File: config.mk
export PLATFORM = sky130hd
export DESIGN_NAME = lpc_ctrl
export DESIGN_NICKNAME = d
export VERILOG_FILES = /design/src/lpc_status.v /design/src/lpc_ctrl.v
export VERILOG_INCLUDE_DIRS = /design/src
export SDC_FILE = /design/constraint.sdc
export NUM_CORES = 1
export LEC_CHECK = 0
export BUFFER_PORTS_ARGS = -buffer_cell sky130_fd_sc_hd__clkbuf_2
export CAP_MARGIN = 30
export CORE_MARGIN = 2
export CORE_UTILIZATION = 38
export CTS_CLUSTER_DIAMETER = 100
export DETAILED_ROUTE_END_ITERATION = 7
export PLACE_DENSITY = 0.73
export RECOVER_POWER = 50
export SLEW_MARGIN = 20
export SYNTH_ARGS = -nofsm -noshare
export SYNTH_HDL_FRONTEND = slang
export SYNTH_SLANG_ARGS = --single-unit
File: constraint.sdc
create_clock -name sys_clk -period 1.03 [get_ports sys_clk]
set_clock_uncertainty 0.15 [all_clocks]
set_input_delay 0.309 -clock sys_clk [delete_from_list [all_inputs] [get_ports sys_clk]]
set_output_delay 0.309 -clock sys_clk [all_outputs]
set_load 0.05 [all_outputs]
File: src/lpc_consts.vh
`ifndef LPC_CONSTS_VH
`define LPC_CONSTS_VH

// Register addresses on the serial control bus
`define LPC_CTRL_ADDR      8'hc3
`define LPC_STATUS_ADDR    8'hc4

// Control register reset value
`define LPC_CTRL_RESET     8'h00

// Control register bit positions
`define LPC_BIT_ENG_RESET  7
`define LPC_BIT_LIST_OK    5
`define LPC_BIT_KEY_OK     4
`define LPC_BIT_CIPHER_OFF 3
`define LPC_BIT_CIPHER_ON  2
`define LPC_BIT_AUTH_DIS   1
`define LPC_BIT_AUTH_START 0

// Status register bit positions
`define LPC_STS_AUTH_DONE  0
`define LPC_STS_KEY_RDY    1
`define LPC_STS_LIST_RDY   2

// Cipher policy field encoding
`define LPC_POLICY_ALWAYS  2'b10

`endif

File: src/lpc_status.v
`timescale 1ns/1ps
`include "lpc_consts.vh"

module lpc_status (
  input  wire       sys_clk,
  input  wire       rstn,
  input  wire       key_ready_set,
  input  wire       list_ready_set,
  input  wire       auth_pass_set,
  input  wire       auth_lost,
  input  wire       key_approve_pulse,
  input  wire       list_approve_pulse,
  input  wire       restart_pulse,
  input  wire       engine_stop_pulse,
  output reg        auth_done_reg,
  output reg        receiver_key_ready_reg,
  output reg        repeater_key_list_ready_reg
);

  reg auth_done_next;
  reg receiver_key_ready_next;
  reg repeater_key_list_ready_next;

  // Engine events win over clears so none is lost
  always @* begin
    auth_done_next = auth_done_reg;
    if (auth_lost || restart_pulse || engine_stop_pulse) begin
      auth_done_next = 1'b0;
    end
    if (auth_pass_set) begin
      auth_done_next = 1'b1;
    end
    receiver_key_ready_next = receiver_key_ready_reg;
    if (key_approve_pulse || engine_stop_pulse) begin
      receiver_key_ready_next = 1'b0;
    end
    if (key_ready_set) begin
      receiver_key_ready_next = 1'b1;
    end
    repeater_key_list_ready_next = repeater_key_list_ready_reg;
    if (list_approve_pulse || engine_stop_pulse) begin
      repeater_key_list_ready_next = 1'b0;
    end
    if (list_ready_set) begin
      repeater_key_list_ready_next = 1'b1;
    end
  end

  always @(posedge sys_clk or negedge rstn) begin
    if (!rstn) begin
      auth_done_reg               <= 1'b0;
      receiver_key_ready_reg      <= 1'b0;
      repeater_key_list_ready_reg <= 1'b0;
    end else begin
      auth_done_reg               <= auth_done_next;
      receiver_key_ready_reg      <= receiver_key_ready_next;
      repeater_key_list_ready_reg <= repeater_key_list_ready_next;
    end
  end

endmodule // lpc_status

File: src/lpc_ctrl.v
// Overview of operation
// - Bit 7 write resets engine, self-clears
// - List approval lets authentication finish, self-clears
// - Key approval cleared by key-ready; zero ignored
// - Cipher-off pulse sends clear video unless policy is 10, keeps auth
// - Cipher on: encrypted if authenticated, else blue
// - Cipher off: video sent unencrypted
// - Always policy forces cipher-on read as one
// - Bit 1 write disables authentication, self-clears
// - Bit 0 write enables or restarts authentication
// - Start bit reads enable state; zero ignored
// - Policy field value 10 means always encrypt
// - Key-ready flag asserts when receiver key available
// - List-ready flag clears on list approval
// - Auth-done clears on loss or restart
`timescale 1ns/1ps
`include "lpc_consts.vh"

module lpc_ctrl (
  input  wire       sys_clk,
  input  wire       rstn,
  input  wire [7:0] reg_addr,
  input  wire       reg_wr_en,
  input  wire [7:0] reg_wr_data,
  input  wire       reg_rd_en,
  input  wire [1:0] cipher_policy,
  input  wire       key_ready_set,
  input  wire       list_ready_set,
  input  wire       auth_pass_set,
  input  wire       auth_lost,
  output reg  [7:0] reg_rd_data_reg,
  output reg        reg_rd_valid_reg,
  output reg        protect_engine_reset_reg,
  output reg        auth_enable_reg,
  output reg        auth_restart_reg,
  output reg        auth_disable_pulse_reg,
  output reg        receiver_key_approved_reg,
  output reg        repeater_key_list_approved_reg,
  output reg        cipher_off_pulse_reg,
  output reg        encrypt_video_reg,
  output reg        blue_screen_reg,
  output wire       auth_done,
  output wire       receiver_key_ready,
  output wire       repeater_key_list_ready
);

  ////////////////////////////////////////////////////////////////////////////
  // Write decode

  function wire_one;
    input [7:0] data;
    input integer pos;
    begin
      wire_one = data[pos];
    end
  endfunction

  wire       ctrl_wr;
  wire       rst_cmd;
  wire       cmd_ok;
  wire       policy_always;
  wire       cipher_on_eff;
  reg        cipher_on_reg;
  reg        cipher_on_next;
  reg        auth_enable_next;
  reg        key_ok_next;
  reg        key_rdy_seen_reg;
  reg        key_ok_pulse_reg;
  wire       key_rdy_rise;

  assign ctrl_wr = reg_wr_en && (reg_addr == `LPC_CTRL_ADDR);
  assign rst_cmd = ctrl_wr && wire_one(reg_wr_data, `LPC_BIT_ENG_RESET);
  // A reset command masks every other bit of the same write
  assign cmd_ok  = ctrl_wr && !rst_cmd;
  assign policy_always = (cipher_policy == `LPC_POLICY_ALWAYS);
  assign cipher_on_eff = policy_always | cipher_on_reg;
  assign key_rdy_rise  = receiver_key_ready && !key_rdy_seen_reg;

  ////////////////////////////////////////////////////////////////////////////
  // Level state

  always @* begin
    auth_enable_next = auth_enable_reg;
    cipher_on_next   = cipher_on_reg;
    key_ok_next      = receiver_key_approved_reg;
    if (rst_cmd) begin
      auth_enable_next = 1'b0;
      key_ok_next      = 1'b0;
    end else begin
      if (key_rdy_rise) begin
        key_ok_next = 1'b0;
      end
      if (cmd_ok && wire_one(reg_wr_data, `LPC_BIT_KEY_OK)) begin
        key_ok_next = 1'b1;
      end
      if (cmd_ok && wire_one(reg_wr_data, `LPC_BIT_AUTH_START)) begin
        auth_enable_next = 1'b1;
      end
      // Disable beats start in the same write
      if (cmd_ok && wire_one(reg_wr_data, `LPC_BIT_AUTH_DIS)) begin
        auth_enable_next = 1'b0;
        key_ok_next      = 1'b0;
      end
      if (cmd_ok) begin
        cipher_on_next = wire_one(reg_wr_data, `LPC_BIT_CIPHER_ON);
      end
      // Cipher-off beats cipher-on in the same write
      if (cmd_ok && wire_one(reg_wr_data, `LPC_BIT_CIPHER_OFF)) begin
        cipher_on_next = 1'b0;
      end
    end
  end

  always @(posedge sys_clk or negedge rstn) begin
    if (!rstn) begin
      auth_enable_reg           <= 1'b0;
      cipher_on_reg             <= 1'b0;
      receiver_key_approved_reg <= 1'b0;
      key_rdy_seen_reg          <= 1'b0;
    end else begin
      auth_enable_reg           <= auth_enable_next;
      cipher_on_reg             <= cipher_on_next;
      receiver_key_approved_reg <= key_ok_next;
      key_rdy_seen_reg          <= receiver_key_ready;
    end
  end

  ////////////////////////////////////////////////////////////////////////////
  // Command pulses, one cycle each, never stored

  always @(posedge sys_clk or negedge rstn) begin
    if (!rstn) begin
      protect_engine_reset_reg       <= 1'b0;
      auth_restart_reg               <= 1'b0;
      auth_disable_pulse_reg         <= 1'b0;
      repeater_key_list_approved_reg <= 1'b0;
      cipher_off_pulse_reg           <= 1'b0;
      key_ok_pulse_reg               <= 1'b0;
    end else begin
      protect_engine_reset_reg <= rst_cmd;
      auth_restart_reg <= cmd_ok &&
        wire_one(reg_wr_data, `LPC_BIT_AUTH_START) &&
        !wire_one(reg_wr_data, `LPC_BIT_AUTH_DIS);
      auth_disable_pulse_reg <= cmd_ok &&
        wire_one(reg_wr_data, `LPC_BIT_AUTH_DIS);
      repeater_key_list_approved_reg <= cmd_ok &&
        wire_one(reg_wr_data, `LPC_BIT_LIST_OK);
      cipher_off_pulse_reg <= cmd_ok &&
        wire_one(reg_wr_data, `LPC_BIT_CIPHER_OFF);
      // Approval write clears key-ready once; a level would mask new rises
      key_ok_pulse_reg <= cmd_ok &&
        wire_one(reg_wr_data, `LPC_BIT_KEY_OK);
    end
  end

  ////////////////////////////////////////////////////////////////////////////
  // Video path selection

  always @(posedge sys_clk or negedge rstn) begin
    if (!rstn) begin
      encrypt_video_reg <= 1'b0;
      blue_screen_reg   <= 1'b0;
    end else begin
      encrypt_video_reg <= cipher_on_eff && auth_done;
      // Blue screen hides protected video until authenticated
      blue_screen_reg   <= cipher_on_eff && !auth_done;
    end
  end

  ////////////////////////////////////////////////////////////////////////////
  // Status flags

  lpc_status u_status (
    .sys_clk                     (sys_clk),
    .rstn                        (rstn),
    .key_ready_set               (key_ready_set),
    .list_ready_set              (list_ready_set),
    .auth_pass_set               (auth_pass_set),
    .auth_lost                   (auth_lost),
    .key_approve_pulse           (key_ok_pulse_reg),
    .list_approve_pulse          (repeater_key_list_approved_reg),
    .restart_pulse               (auth_restart_reg),
    .engine_stop_pulse           (protect_engine_reset_reg |
                                  auth_disable_pulse_reg),
    .auth_done_reg               (auth_done),
    .receiver_key_ready_reg      (receiver_key_ready),
    .repeater_key_list_ready_reg (repeater_key_list_ready)
  );

  ////////////////////////////////////////////////////////////////////////////
  // Read port, one cycle latency, unmapped reads return zero

  reg [7:0] rd_next;

  always @* begin
    rd_next = 8'h00;
    if (reg_addr == `LPC_CTRL_ADDR) begin
      rd_next[`LPC_BIT_KEY_OK]     = receiver_key_approved_reg;
      rd_next[`LPC_BIT_CIPHER_ON]  = cipher_on_eff;
      rd_next[`LPC_BIT_AUTH_START] = auth_enable_reg;
    end else if (reg_addr == `LPC_STATUS_ADDR) begin
      rd_next[`LPC_STS_AUTH_DONE] = auth_done;
      rd_next[`LPC_STS_KEY_RDY]   = receiver_key_ready;
      rd_next[`LPC_STS_LIST_RDY]  = repeater_key_list_ready;
    end
  end

  always @(posedge sys_clk or negedge rstn) begin
    if (!rstn) begin
      reg_rd_data_reg  <= 8'h00;
      reg_rd_valid_reg <= 1'b0;
    end else begin
      reg_rd_valid_reg <= reg_rd_en;
      if (reg_rd_en) begin
        reg_rd_data_reg <= rd_next;
      end
    end
  end

endmodule // lpc_ctrl

# After elaboration in Yosys (flattened, before gate mapping)
# Cells that the tools add are included.
# W data, S select, Z words.
word_totals:
  wordCells: 70
  output_inout_bits: 21
  reg_bits: 20
  in_bits: 26
op_classes:
  bitwise_logic: 3
  n_reduce_logical: 27
  muxes: 20
  n_eq_ne: 3
ops:
  columns: ["cell", "count"]
  rows:
  - ["$mux W1", 19]
  - ["$eq A8 B8 Y1 const B", 2]
  - ["$logic_and A1 B1 Y1", 12]
  - ["$reduce_bool A2 Y1", 4]
  - ["$logic_not A1 Y1", 4]
  - ["$logic_or A1 B1 Y1", 4]
  - ["$reduce_bool A4 Y1", 1]
  - ["$mux W3", 1]
  - ["$reduce_bool A3 Y1", 1]
  - ["$eq A2 B2 Y1 const B", 1]
  - ["$or A1 B1 Y1", 2]
  - ["$reduce_and A2 Y1", 1]
  - ["$not A1 Y1", 1]

# Depth between registers and ports, before layout
# Gate-level depths: netlist of run 1.
logic_depth:
  depth_word: 9
  depth_mapped: 3
  depth_no_buf: 3

# By module
# A second synthesis of run 1 with hierarchy kept.
hier_totals:
  cells_unflattened: 70
  area_unflattened_um2: 858.3
by_module_without_submodules:
  columns: ["module", "n_inst", "seq_area_each_um2", "cells_per_inst", "area_each_um2"]
  rows:
  - ["lpc_ctrl", 1, 425.4, 61, 745.7]
  - ["lpc_status", 1, 75.1, 9, 112.6]

# Worst setup path before layout of run 1
# OpenSTA, ideal clock, no wires.
synth_path:
  kind: "input port to flip-flop"
  from: "input reg_addr[3]"
  to: "register cipher_on_reg"
  arrival_time_ps: 1164
  required_time_ps: 755
  stages: 3
  setup_time_ps: 125
  n_path_buf: 0
  slack_ps: -409
  cell_sequence: "and4bb_2 and4_4 mux2_4"
synth_between:
  elab_chain_cells: 8
  elab_cells_between_ends: 10
  cone_classes: "1 x eq/ne; 1 x mux; 1 x bitwise; 7 x reduce/logical"
synth_rtl:
  columns: ["item", "line_no", "source"]
  rows:
  - ["start: declaration", "lpc_ctrl.v:22", "input wire [7:0] reg_addr,"]
  - ["$eq A8 B8 Y1 (no source line) *", null, null]
  - ["$logic_and A1 B1 Y1 *", "lpc_ctrl.v:71", "assign ctrl_wr = reg_wr_en && (reg_addr == `LPC_CTRL_ADDR);"]
  - ["$logic_and A1 B1 Y1", "lpc_ctrl.v:72", "assign rst_cmd = ctrl_wr && wire_one(reg_wr_data, `LPC_BIT_ENG_RESET);"]
  - ["$logic_not A1 Y1", "lpc_ctrl.v:74", "assign cmd_ok = ctrl_wr && !rst_cmd;"]
  - ["$logic_and A1 B1 Y1", "lpc_ctrl.v:74", null]
  - ["$logic_and A1 B1 Y1", "lpc_ctrl.v:108", "if (cmd_ok && wire_one(reg_wr_data, `LPC_BIT_CIPHER_OFF)) begin"]
  - ["$reduce_bool A2 Y1 (no source line)", null, null]
  - ["$reduce_and A2 Y1 (no source line)", null, null]
  - ["end signal: assignment", "lpc_ctrl.v:122", "cipher_on_reg <= cipher_on_next;"]
  - ["end: declaration", "lpc_ctrl.v:63", "reg cipher_on_reg;"]
# Mark *: on every way between the ends. The rest lies on a longest branch, timed or not.
# A chain may end at the register's enable or synchronous reset.

# Worst setup path in the final report of run 1
layout_path:
  from: "register reg_rd_data_reg[2]"
  to: "output reg_rd_data_reg[2]"
layout_rtl:
  columns: ["item", "line_no", "source"]
  rows:
  - ["start: declaration", "lpc_ctrl.v:31", "output reg [7:0] reg_rd_data_reg,"]
  - ["start signal: assignment", "lpc_ctrl.v:215", "reg_rd_data_reg <= rd_next;"]
# No word-level cell between the ends.

==> results.sh, run 1 <==
export IMPL_status="complete, but fails checks"
export IMPL_violations="hold timing, setup timing"
export IMPL_dp_hpwl_mm=1.55
export IMPL_io_buffers=41
export IMPL_startpoint_type="flip-flop"
export IMPL_avgRoutedWirePerCell_microns=18.9
export IMPL_rsz0062_at_grt="yes"
export IMPL_cp_max_fo=2
export IMPL_setup_viol=35
export IMPL_final_common_cell="clkbuf_2"
export IMPL_grt_pass1_vias=803
export IMPL_fin_crit_sh_pct=135
export IMPL_gp_congestion=0.732
export IMPL_num_io_pins=47
export IMPL_fin_ws_ps=-361
export IMPL_ant_nets=0
export IMPL_route_detailed_drc=0
export IMPL_synthTopCellsByArea="dfrtp_1 60%, and2_1 3.7%, buf_4 3.6%, a31o_2 3.1%, and4bb_2 3.0%"
export IMPL_clkLatencyLatePin_ps=310
export IMPL_yosys_warnings=0
export IMPL_synthesis_area_sq_um=836
export IMPL_syn_area_per_cell_sq_um=12.5
export IMPL_detail_route_first_pass_iterations=4
export IMPL_async_reset_ff_share_pct=100
export IMPL_worst_pin_slew_ps=500
export IMPL_register_area_sq_um=522
export IMPL_path_cells="buf_8"
export IMPL_reg2reg_slack_ps=-240
export IMPL_critPathArrivalTime_ps=930
export IMPL_dpl_cell_count=149
export IMPL_core_area_sq_mm=0.00202
export IMPL_antenna_found_initial=0
export IMPL_diodes=0
export IMPL_cts_tree="built"
export IMPL_critical_path_max_stage_delay_ps=460
export IMPL_slew_headroom_pct=66.7
export IMPL_die_area_sq_mm=0.00259
export IMPL_cts_buffer_depth=2
export IMPL_syn_inst=67
export IMPL_drv_slew=0
export IMPL_final_cell_mix="22 x clkbuf_2, 17 x dfrtp_2, 17 x buf_6, 16 x buf_8, 11 x buf_4"
export IMPL_worstPathBufferInverterCount=1
export IMPL_path_delay_family="flip-flops"
export IMPL_cts_buffers=3
export IMPL_hold_path_class="in2async"
export IMPL_wirelength_mm=3.12
export IMPL_cpMaxStageDelayCell="dfrtp_2"
export IMPL_vias_per_cell=5.14
export IMPL_area_growth_pct=97.9
export IMPL_yosysUniqueCellTypes=24
export IMPL_cp_num_cells=1
export IMPL_overflow=0
export IMPL_final_core_util_pct=81.8
export IMPL_dieHeight_microns=50.9
export IMPL_synth_top_area_share_pct=59.9
export IMPL_start_util_pct=41.3
export IMPL_vias=848
export IMPL_fin_hold_ws_ps=-214
export IMPL_layout_drive_gt1_share_pct=76.8
export IMPL_rr_startpoint="auth_enable_reg"
export IMPL_powerDensity_mw_per_mm2=1100
export IMPL_finalNonFillerCells=165
export IMPL_crit_type="reg2out"
export IMPL_grt_max_degree=21
export IMPL_hold_viol=20
export IMPL_cap_violations=0
export IMPL_root_buffer="clkbuf_4"
export IMPL_fin_nets=165
export IMPL_layout_min_cycle_time_ps=1390
export IMPL_synth_top_area_cell="dfrtp_1"
export IMPL_htree_levels=1
export IMPL_yosysSeqAreaShare_pct=59.9
export IMPL_num_rows=16
export IMPL_fin_setup_tns_ps=-7510
export IMPL_p_leak_nw=0.810
export IMPL_groute_usage_overall_pct=21.9
export IMPL_worstSetupEndpointType="output pin"
export IMPL_drtIter0Drc=15
export IMPL_cp_data_required_time_ps=570
export IMPL_cts_sinks=20
export IMPL_ys_seq_elements=20
export IMPL_startpoint="reg_rd_data_reg[2]"
export IMPL_ff2ff_path_depth=3
export IMPL_chipWidth_microns=50.9
export IMPL_synth_edf_count=0
export IMPL_fmax_ghz=0.719
export IMPL_grt_pass1_wl_mm=3.97
export IMPL_synth_ff_type="dfrtp_1"
export IMPL_multiInputGateArea_sq_um=375
export IMPL_nFillCells=103
export IMPL_largest_reg_flops=4
export IMPL_clk_pin_slew_worst_paths_ps=130
export IMPL_vdd_drop_max_mv=0.958
## cells in the mapped netlist (2+ instances only)
cell type	n
nor2_1	4
a22o_1	2
and2_1	5
inv_1	6
a31o_2	3
nor2b_1	4
buf_4	4
a221o_1	2
dfrtp_1	20
nand4bb_1	2
and4bb_2	2
## stage by stage
stage          worst slack, ps  cell area (sq um)  power [W]
3_3_place_gp              -536               1210    0.00106
4_1_cts                   -347               1520    0.00174
5_1_grt                   -386               1650    0.00188
6_report                  -361               1650    0.00182
3_5_place_dp              -557               1210    0.00107
2_1_floorplan             -403                876   0.000959
## cell families (layout without fill, tap and decap cells)
family          count (synthesis)  count (layout)  synth area share (%)
simple gates                   23              23                  19.3
mux                             1               1                  1.80
other cells                     1               4                 0.449
buf+inv                        10              78                  6.29
flops                          20              20                  59.9
compound gates                 12              12                  12.3
## layer usage
metal	vias up	GRT usage (%)	part of all wire [%]
li1	375	-	-
met1	421	25.3	38
met2	42	38.1	55
met3	10	3.51	4.2
met4	0	12.6	3.3
met5	-	0	0
## report_power, final
part / switching (W) / internal (W)
clock network: 0.000257 / 0.000393
registers: 0.0000175 / 0.000803
logic: 0.000184 / 0.000160
## cell type report
cell class                 count  share of cell area, %
multi-input combinational     40                   22.7
clock buffer                   3                   1.36
inverter                       6                   1.36
tap                           27                   2.04
clock inverter                 1                   1.82
timing repair buffer          68                   39.2
sequential                    20                   31.5
## path summary, 6_finish.rpt
path / end
max in group asynchronous: u_status.receiver_key_ready_reg
hold / removal: reg_rd_data_reg[0]
min in group sys_clk: u_status.auth_done_reg
setup / recovery: reg_rd_data_reg[2]
setup reg to reg: reg_rd_data_reg[0]
hold reg to reg: key_rdy_seen_reg
## timing repair
item / 4_1_cts / 5_1_grt
endpoints found under the hold margin: 20 / 20
buffers inserted: 9 / 10
endpoints found under the setup margin: 33 / 35
cloned: 0 / 0
resized for setup: 47 / 38
pin swaps: 9 / 10
Power figures use the tool's default switching activity.
==> inputs of run 2 (changes only) <==
--- a/config.mk
+++ b/config.mk
@@ -12,8 +12,10 @@
 export CORE_UTILIZATION = 38
 export CTS_CLUSTER_DIAMETER = 100
 export DETAILED_ROUTE_END_ITERATION = 7
+export MAX_ROUTING_LAYER = met4
 export PLACE_DENSITY = 0.73
 export RECOVER_POWER = 50
+export SETUP_SLACK_MARGIN = 0.15
 export SLEW_MARGIN = 20
 export SYNTH_ARGS = -nofsm -noshare
 export SYNTH_HDL_FRONTEND = slang
==> results.sh, run 2 (same netlist as run 1, synthesis figures left out) <==
export IMPL_fmax_ghz=0.729
export IMPL_final_common_cell="clkbuf_2"
export IMPL_fin_hold_ws_ps=-210
export IMPL_vias=834
export IMPL_cpMaxStageDelayCell="dfrtp_2"
export IMPL_drv_slew=0
export IMPL_drtIter0Drc=10
export IMPL_p_int_w=0.00118
export IMPL_layout_drive_gt1_share_pct=77.3
export IMPL_use_met2_pct=38.3
export IMPL_die_area_sq_mm=0.00259
export IMPL_antenna_found_initial=0
export IMPL_p_switching_w=0.000433
export IMPL_setup_viol=35
export IMPL_ant_nets=0
export IMPL_layout_min_cycle_time_ps=1370
export IMPL_gr_usage_met1_pct=20.5
export IMPL_largest_reg_flops=4
export IMPL_rr_endpoint="reg_rd_data_reg[0]"
export IMPL_overflow=0
export IMPL_root_buffer="clkbuf_4"
export IMPL_dpl_cell_count=149
export IMPL_grt_max_degree=21
export IMPL_fin_crit_sh_pct=133
export IMPL_cts_sinks=20
export IMPL_wirelength_mm=2.81
export IMPL_num_rows=16
export IMPL_num_io_pins=47
export IMPL_rr_startpoint="auth_enable_reg"
export IMPL_rsz0062_at_grt="yes"
export IMPL_diodes=0
export IMPL_cp_max_fo=2
export IMPL_met3_usage_pct=5.26
export IMPL_groute_usage_overall_pct=21.2
export IMPL_fin_setup_tns_ps=-7720
export IMPL_swShare_pct=26.9
export IMPL_worstSetupEndpointType="output pin"
export IMPL_startpoint_type="flip-flop"
export IMPL_powerDensity_mw_per_mm2=973
export IMPL_ff2ff_path_depth=3
export IMPL_worstPathBufferInverterCount=1
export IMPL_crit_end="receiver_key_ready"
export IMPL_detail_route_first_pass_iterations=4
export IMPL_avgRoutedWirePerCell_microns=16.7
export IMPL_clkLatencyLatePin_ps=310
export IMPL_fin_nets=168
export IMPL_path_cells="buf_8"
export IMPL_final_cell_mix="22 x clkbuf_2, 19 x buf_6, 17 x dfrtp_2, 16 x buf_8, 12 x buf_4"
export IMPL_violations="hold timing, setup timing"
export IMPL_status="complete, but fails checks"
export IMPL_hold_viol=20
export IMPL_cts_tree="built"
export IMPL_pwr_share_clk_pct=28.3
export IMPL_critPathArrivalTime_ps=910
export IMPL_hold_path_class="in2async"
export IMPL_grt_pass1_vias=818
export IMPL_route_detailed_drc=0
export IMPL_fin_ws_ps=-342
export IMPL_vdd_drop_max_mv=0.934
export IMPL_top_usage_layer="met2"
export IMPL_area_growth_pct=98.1
export IMPL_startpoint="u_status.receiver_key_ready_reg"
export IMPL_place_ws_ps=-547
export IMPL_grt_pass1_wl_mm=3.78
export IMPL_core_area_sq_mm=0.00202
export IMPL_crit_type="reg2out"
export IMPL_p_leak_nw=0.809
export IMPL_final_core_util_pct=81.9
export IMPL_start_util_pct=41.3
export IMPL_critical_path_max_stage_delay_ps=450
export IMPL_dieHeight_microns=50.9
export IMPL_dp_hpwl_mm=1.57
export IMPL_pwr_share_comb_pct=20.8
export IMPL_io_buffers=41
export IMPL_cp_num_cells=1
export IMPL_vias_per_cell=4.96
export IMPL_finalNonFillerCells=168
export IMPL_path_delay_family="flip-flops"
export IMPL_cts_buffer_depth=2
export IMPL_chipWidth_microns=50.9
export IMPL_htree_levels=1
export IMPL_gp_congestion=0.743
export IMPL_cap_violations=0
export IMPL_cp_data_required_time_ps=570
export IMPL_cts_buffers=3
export IMPL_reg2reg_slack_ps=-190
export IMPL_clk_pin_slew_worst_paths_ps=110
export IMPL_seqPwrFrac_pct=50.8
[run 2: power groups by stage]
stage	Sequential, W	Clock (W)	Combinational [W]
4_1_cts	0.000814	0.000454	0.000294
3_5_place_dp	0.000830	0	0.000238
5_1_grt	0.000820	0.000493	0.000357
3_3_place_gp	0.000830	0	0.000233
6_report	0.000819	0.000456	0.000335
2_1_floorplan	0.000882	0	0.0000776
[run 2: stage by stage]
| step | power (W) | area (sq um) |
|---|---|---|
| floorplan | 0.000959 | 876 |
| global placement | 0.00106 | 1210 |
| detailed placement | 0.00107 | 1210 |
| CTS | 0.00156 | 1500 |
| global route | 0.00167 | 1660 |
| finish | 0.00161 | 1660 |
[run 2: how the worst min path moves through the flow]
| stage | start | endpoint | slack [ps] | cells after the start |
|---|---|---|---|---|
| 3_3_place_gp | rstn | key_rdy_seen_reg | 130 | 1 |
| 4_1_cts | rstn | cipher_on_reg | -200 | 1 |
| 6_report | rstn | u_status.auth_done_reg | -210 | 1 |
| 2_1_floorplan | rstn | auth_disable_pulse_reg | -140 | 0 |
| 5_1_grt | rstn | cipher_on_reg | -170 | 1 |
| 3_5_place_dp | rstn | encrypt_video_reg | 130 | 1 |
[run 2: layout make-up]
cell class / instances / area (sq um)
Clock buffer: 4 / 36.3
Timing Repair Buffer: 71 / 678
Tap cell: 27 / 33.8
Sequential cell: 20 / 522
Inverter: 6 / 22.5
Multi-Input combinational cell: 40 / 363
Fill cell: 107 / 367
[run 2: per-layer routing]
| metal | wire length [microns] | up-vias |
|---|---|---|
| met3 | 180 | 15 |
| met1 | 941 | 399 |
| met5 | 0 | - |
| met4 | 123 | 0 |
| li1 | - | 381 |
| met2 | 1570 | 39 |
[run 2: what timing repair did]
item / in CTS / in global routing
hold endpoints to repair: 20 / 20
pin swaps: 12 / 11
gates resized for setup: 50 / 32
endpoints found under the setup margin: 35 / 35
buffers inserted: 6 / 9
==> inputs of run 3 (changes only) <==
==> constraint.sdc (replaced) <==
create_clock -name sys_clk -period 1.03 [get_ports sys_clk]
set_clock_uncertainty 0.15 [all_clocks]
set_input_delay 0.0515 -clock sys_clk [delete_from_list [all_inputs] [get_ports sys_clk]]
set_output_delay 0.0515 -clock sys_clk [all_outputs]
set_load 0.05 [all_outputs]
==> results.sh, run 3 (same netlist as run 1, synthesis figures left out) <==
export IMPL_worst_pin_slew_ps=520
export IMPL_violations="hold timing, setup timing"
export IMPL_io_buffers=41
export IMPL_cap_violations=0
export IMPL_fin_setup_tns_ps=-1680
export IMPL_cp_max_fo=2
export IMPL_use_met2_pct=40.9
export IMPL_fmax_ghz=0.851
export IMPL_nFillCells=116
export IMPL_fin_nets=165
export IMPL_avgRoutedWirePerCell_microns=17.7
export IMPL_largest_reg_flops=4
export IMPL_slew_headroom_pct=65.3
export IMPL_num_rows=16
export IMPL_final_common_cell="clkbuf_2"
export IMPL_diodes=0
export IMPL_wirelength_mm=2.92
export IMPL_status="complete, but fails checks"
export IMPL_setup_viol=26
export IMPL_met3_usage_pct=4.09
export IMPL_cts_buffers=3
export IMPL_groute_usage_overall_pct=23.0
export IMPL_fin_ws_ps=-145
export IMPL_rsz0062_at_grt="yes"
export IMPL_finalNonFillerCells=165
export IMPL_detail_route_first_pass_iterations=4
export IMPL_htree_levels=1
export IMPL_root_buffer="clkbuf_4"
export IMPL_p_int_w=0.00110
export IMPL_antenna_found_initial=0
export IMPL_register_area_sq_um=517
export IMPL_cts_buffer_depth=2
export IMPL_gp_congestion=0.723
export IMPL_fin_crit_sh_pct=114
export IMPL_cp_data_required_time_ps=1070
export IMPL_gr_usage_met1_pct=25.2
export IMPL_critPathArrivalTime_ps=1220
export IMPL_num_io_pins=47
export IMPL_overflow=0
export IMPL_vias_per_cell=4.88
export IMPL_vdd_drop_max_mv=0.875
export IMPL_core_area_sq_mm=0.00202
export IMPL_pwr_share_comb_pct=21.4
export IMPL_fin_hold_ws_ps=-95.1
export IMPL_postCtsHoldBufs=11
export IMPL_powerDensity_mw_per_mm2=979
export IMPL_grt_pass1_wl_mm=4.19
export IMPL_layout_min_cycle_time_ps=1170
export IMPL_route_detailed_drc=0
export IMPL_hold_viol=4
export IMPL_drv_slew=0
export IMPL_pwr_share_clk_pct=25.7
export IMPL_dieHeight_microns=50.9
export IMPL_chipWidth_microns=50.9
export IMPL_hold_path_class="in2reg"
export IMPL_startpoint_type="flip-flop"
export IMPL_top_usage_layer="met2"
export IMPL_p_leak_nw=0.770
export IMPL_crit_type="reg2reg"
export IMPL_clkLatencyLatePin_ps=300
export IMPL_cts_sinks=20
export IMPL_cts_tree="built"
export IMPL_clk_pin_slew_worst_paths_ps=120
export IMPL_drtIter0Drc=8
export IMPL_final_cell_mix="23 x clkbuf_2, 17 x buf_8, 13 x dfrtp_2, 11 x dlygate4sd3_1, 9 x buf_4"
export IMPL_die_area_sq_mm=0.00259
export IMPL_grt_pass1_vias=881
export IMPL_seqPwrFrac_pct=53.0
export IMPL_p_switching_w=0.000441
export IMPL_grt_max_degree=21
export IMPL_dpl_cell_count=141
export IMPL_swShare_pct=28.5
export IMPL_layout_drive_gt1_share_pct=61.6
export IMPL_multiInputGateArea_sq_um=357
export IMPL_start_util_pct=41.3
export IMPL_area_growth_pct=88.9
export IMPL_ant_nets=0
export IMPL_vias=806
export IMPL_worstSetupEndpointType="flip-flop"
-- run 3: power groups by stage --
stage | combinational [W] | sequential [W] | clock (W)
finish | 0.000330 | 0.000819 | 0.000397
global route | 0.000350 | 0.000821 | 0.000453
CTS | 0.000296 | 0.000814 | 0.000405
detailed placement | 0.000222 | 0.000829 | 0
global placement | 0.000216 | 0.000828 | 0
floorplan | 0.0000772 | 0.000881 | 0
-- run 3: per-layer routing --
| layer | up-vias | part of all wire (%) | routed length, microns |
|---|---|---|---|
| met5 | - | 0 | 0 |
| met4 | 0 | 0.99 | 29 |
| met3 | 4 | 3.2 | 92 |
| met2 | 29 | 54 | 1570 |
| met1 | 400 | 42 | 1220 |
| li1 | 373 | - | - |
-- run 3: what timing repair did --
item | 4_1_cts | 5_1_grt
cloned | 0 | 0
buffers inserted | 8 | 1
resized for setup | 42 | 28
setup endpoints to repair | 28 | 31
hold endpoints to repair | 34 | 5
pin swaps | 4 | 6
-- run 3: area by class of cell --
class                   instances  area share, %
multi-input cells              40           22.6
inverters                       6           1.43
clock buffers                   4           1.66
repair buffers                 68           39.5
well taps                      27           2.14
flip-flops and latches         20           32.7
-- run 3: worst paths after layout --
path,start,end,slack (ps),cells past startpoint
max,cipher_on_reg,reg_rd_data_reg[2],-140,2
min,reg_wr_data[7],receiver_key_approved_reg,-100,3
max reg2reg,cipher_on_reg,reg_rd_data_reg[2],-140,2
min reg2reg,u_status.receiver_key_ready_reg,key_rdy_seen_reg,410,1
max in group asynchronous,rstn,u_status.auth_done_reg,260,2
min in group asynchronous,rstn,reg_rd_data_reg[2],90,2
-- run 3: critical path: stages (launching register included) --
cell     delay (ps)
dfrtp_1         410
a21o_1          200
a221o_1         310
-- run 3: through the flow --
stage               total power (W)  instance area [sq um]  util, %  hold WS [ps]  setup WS, ps
CTS                         0.00151                   1500     74.1          -128          -121
finish                      0.00155                   1580     78.1         -95.1          -145
global route                0.00162                   1580     78.1         -92.1          -164
floorplan                  0.000958                    866        -          -394          -146
detailed placement          0.00105                   1130     55.8          -113          -312
global placement            0.00104                   1130     55.8          -128          -277
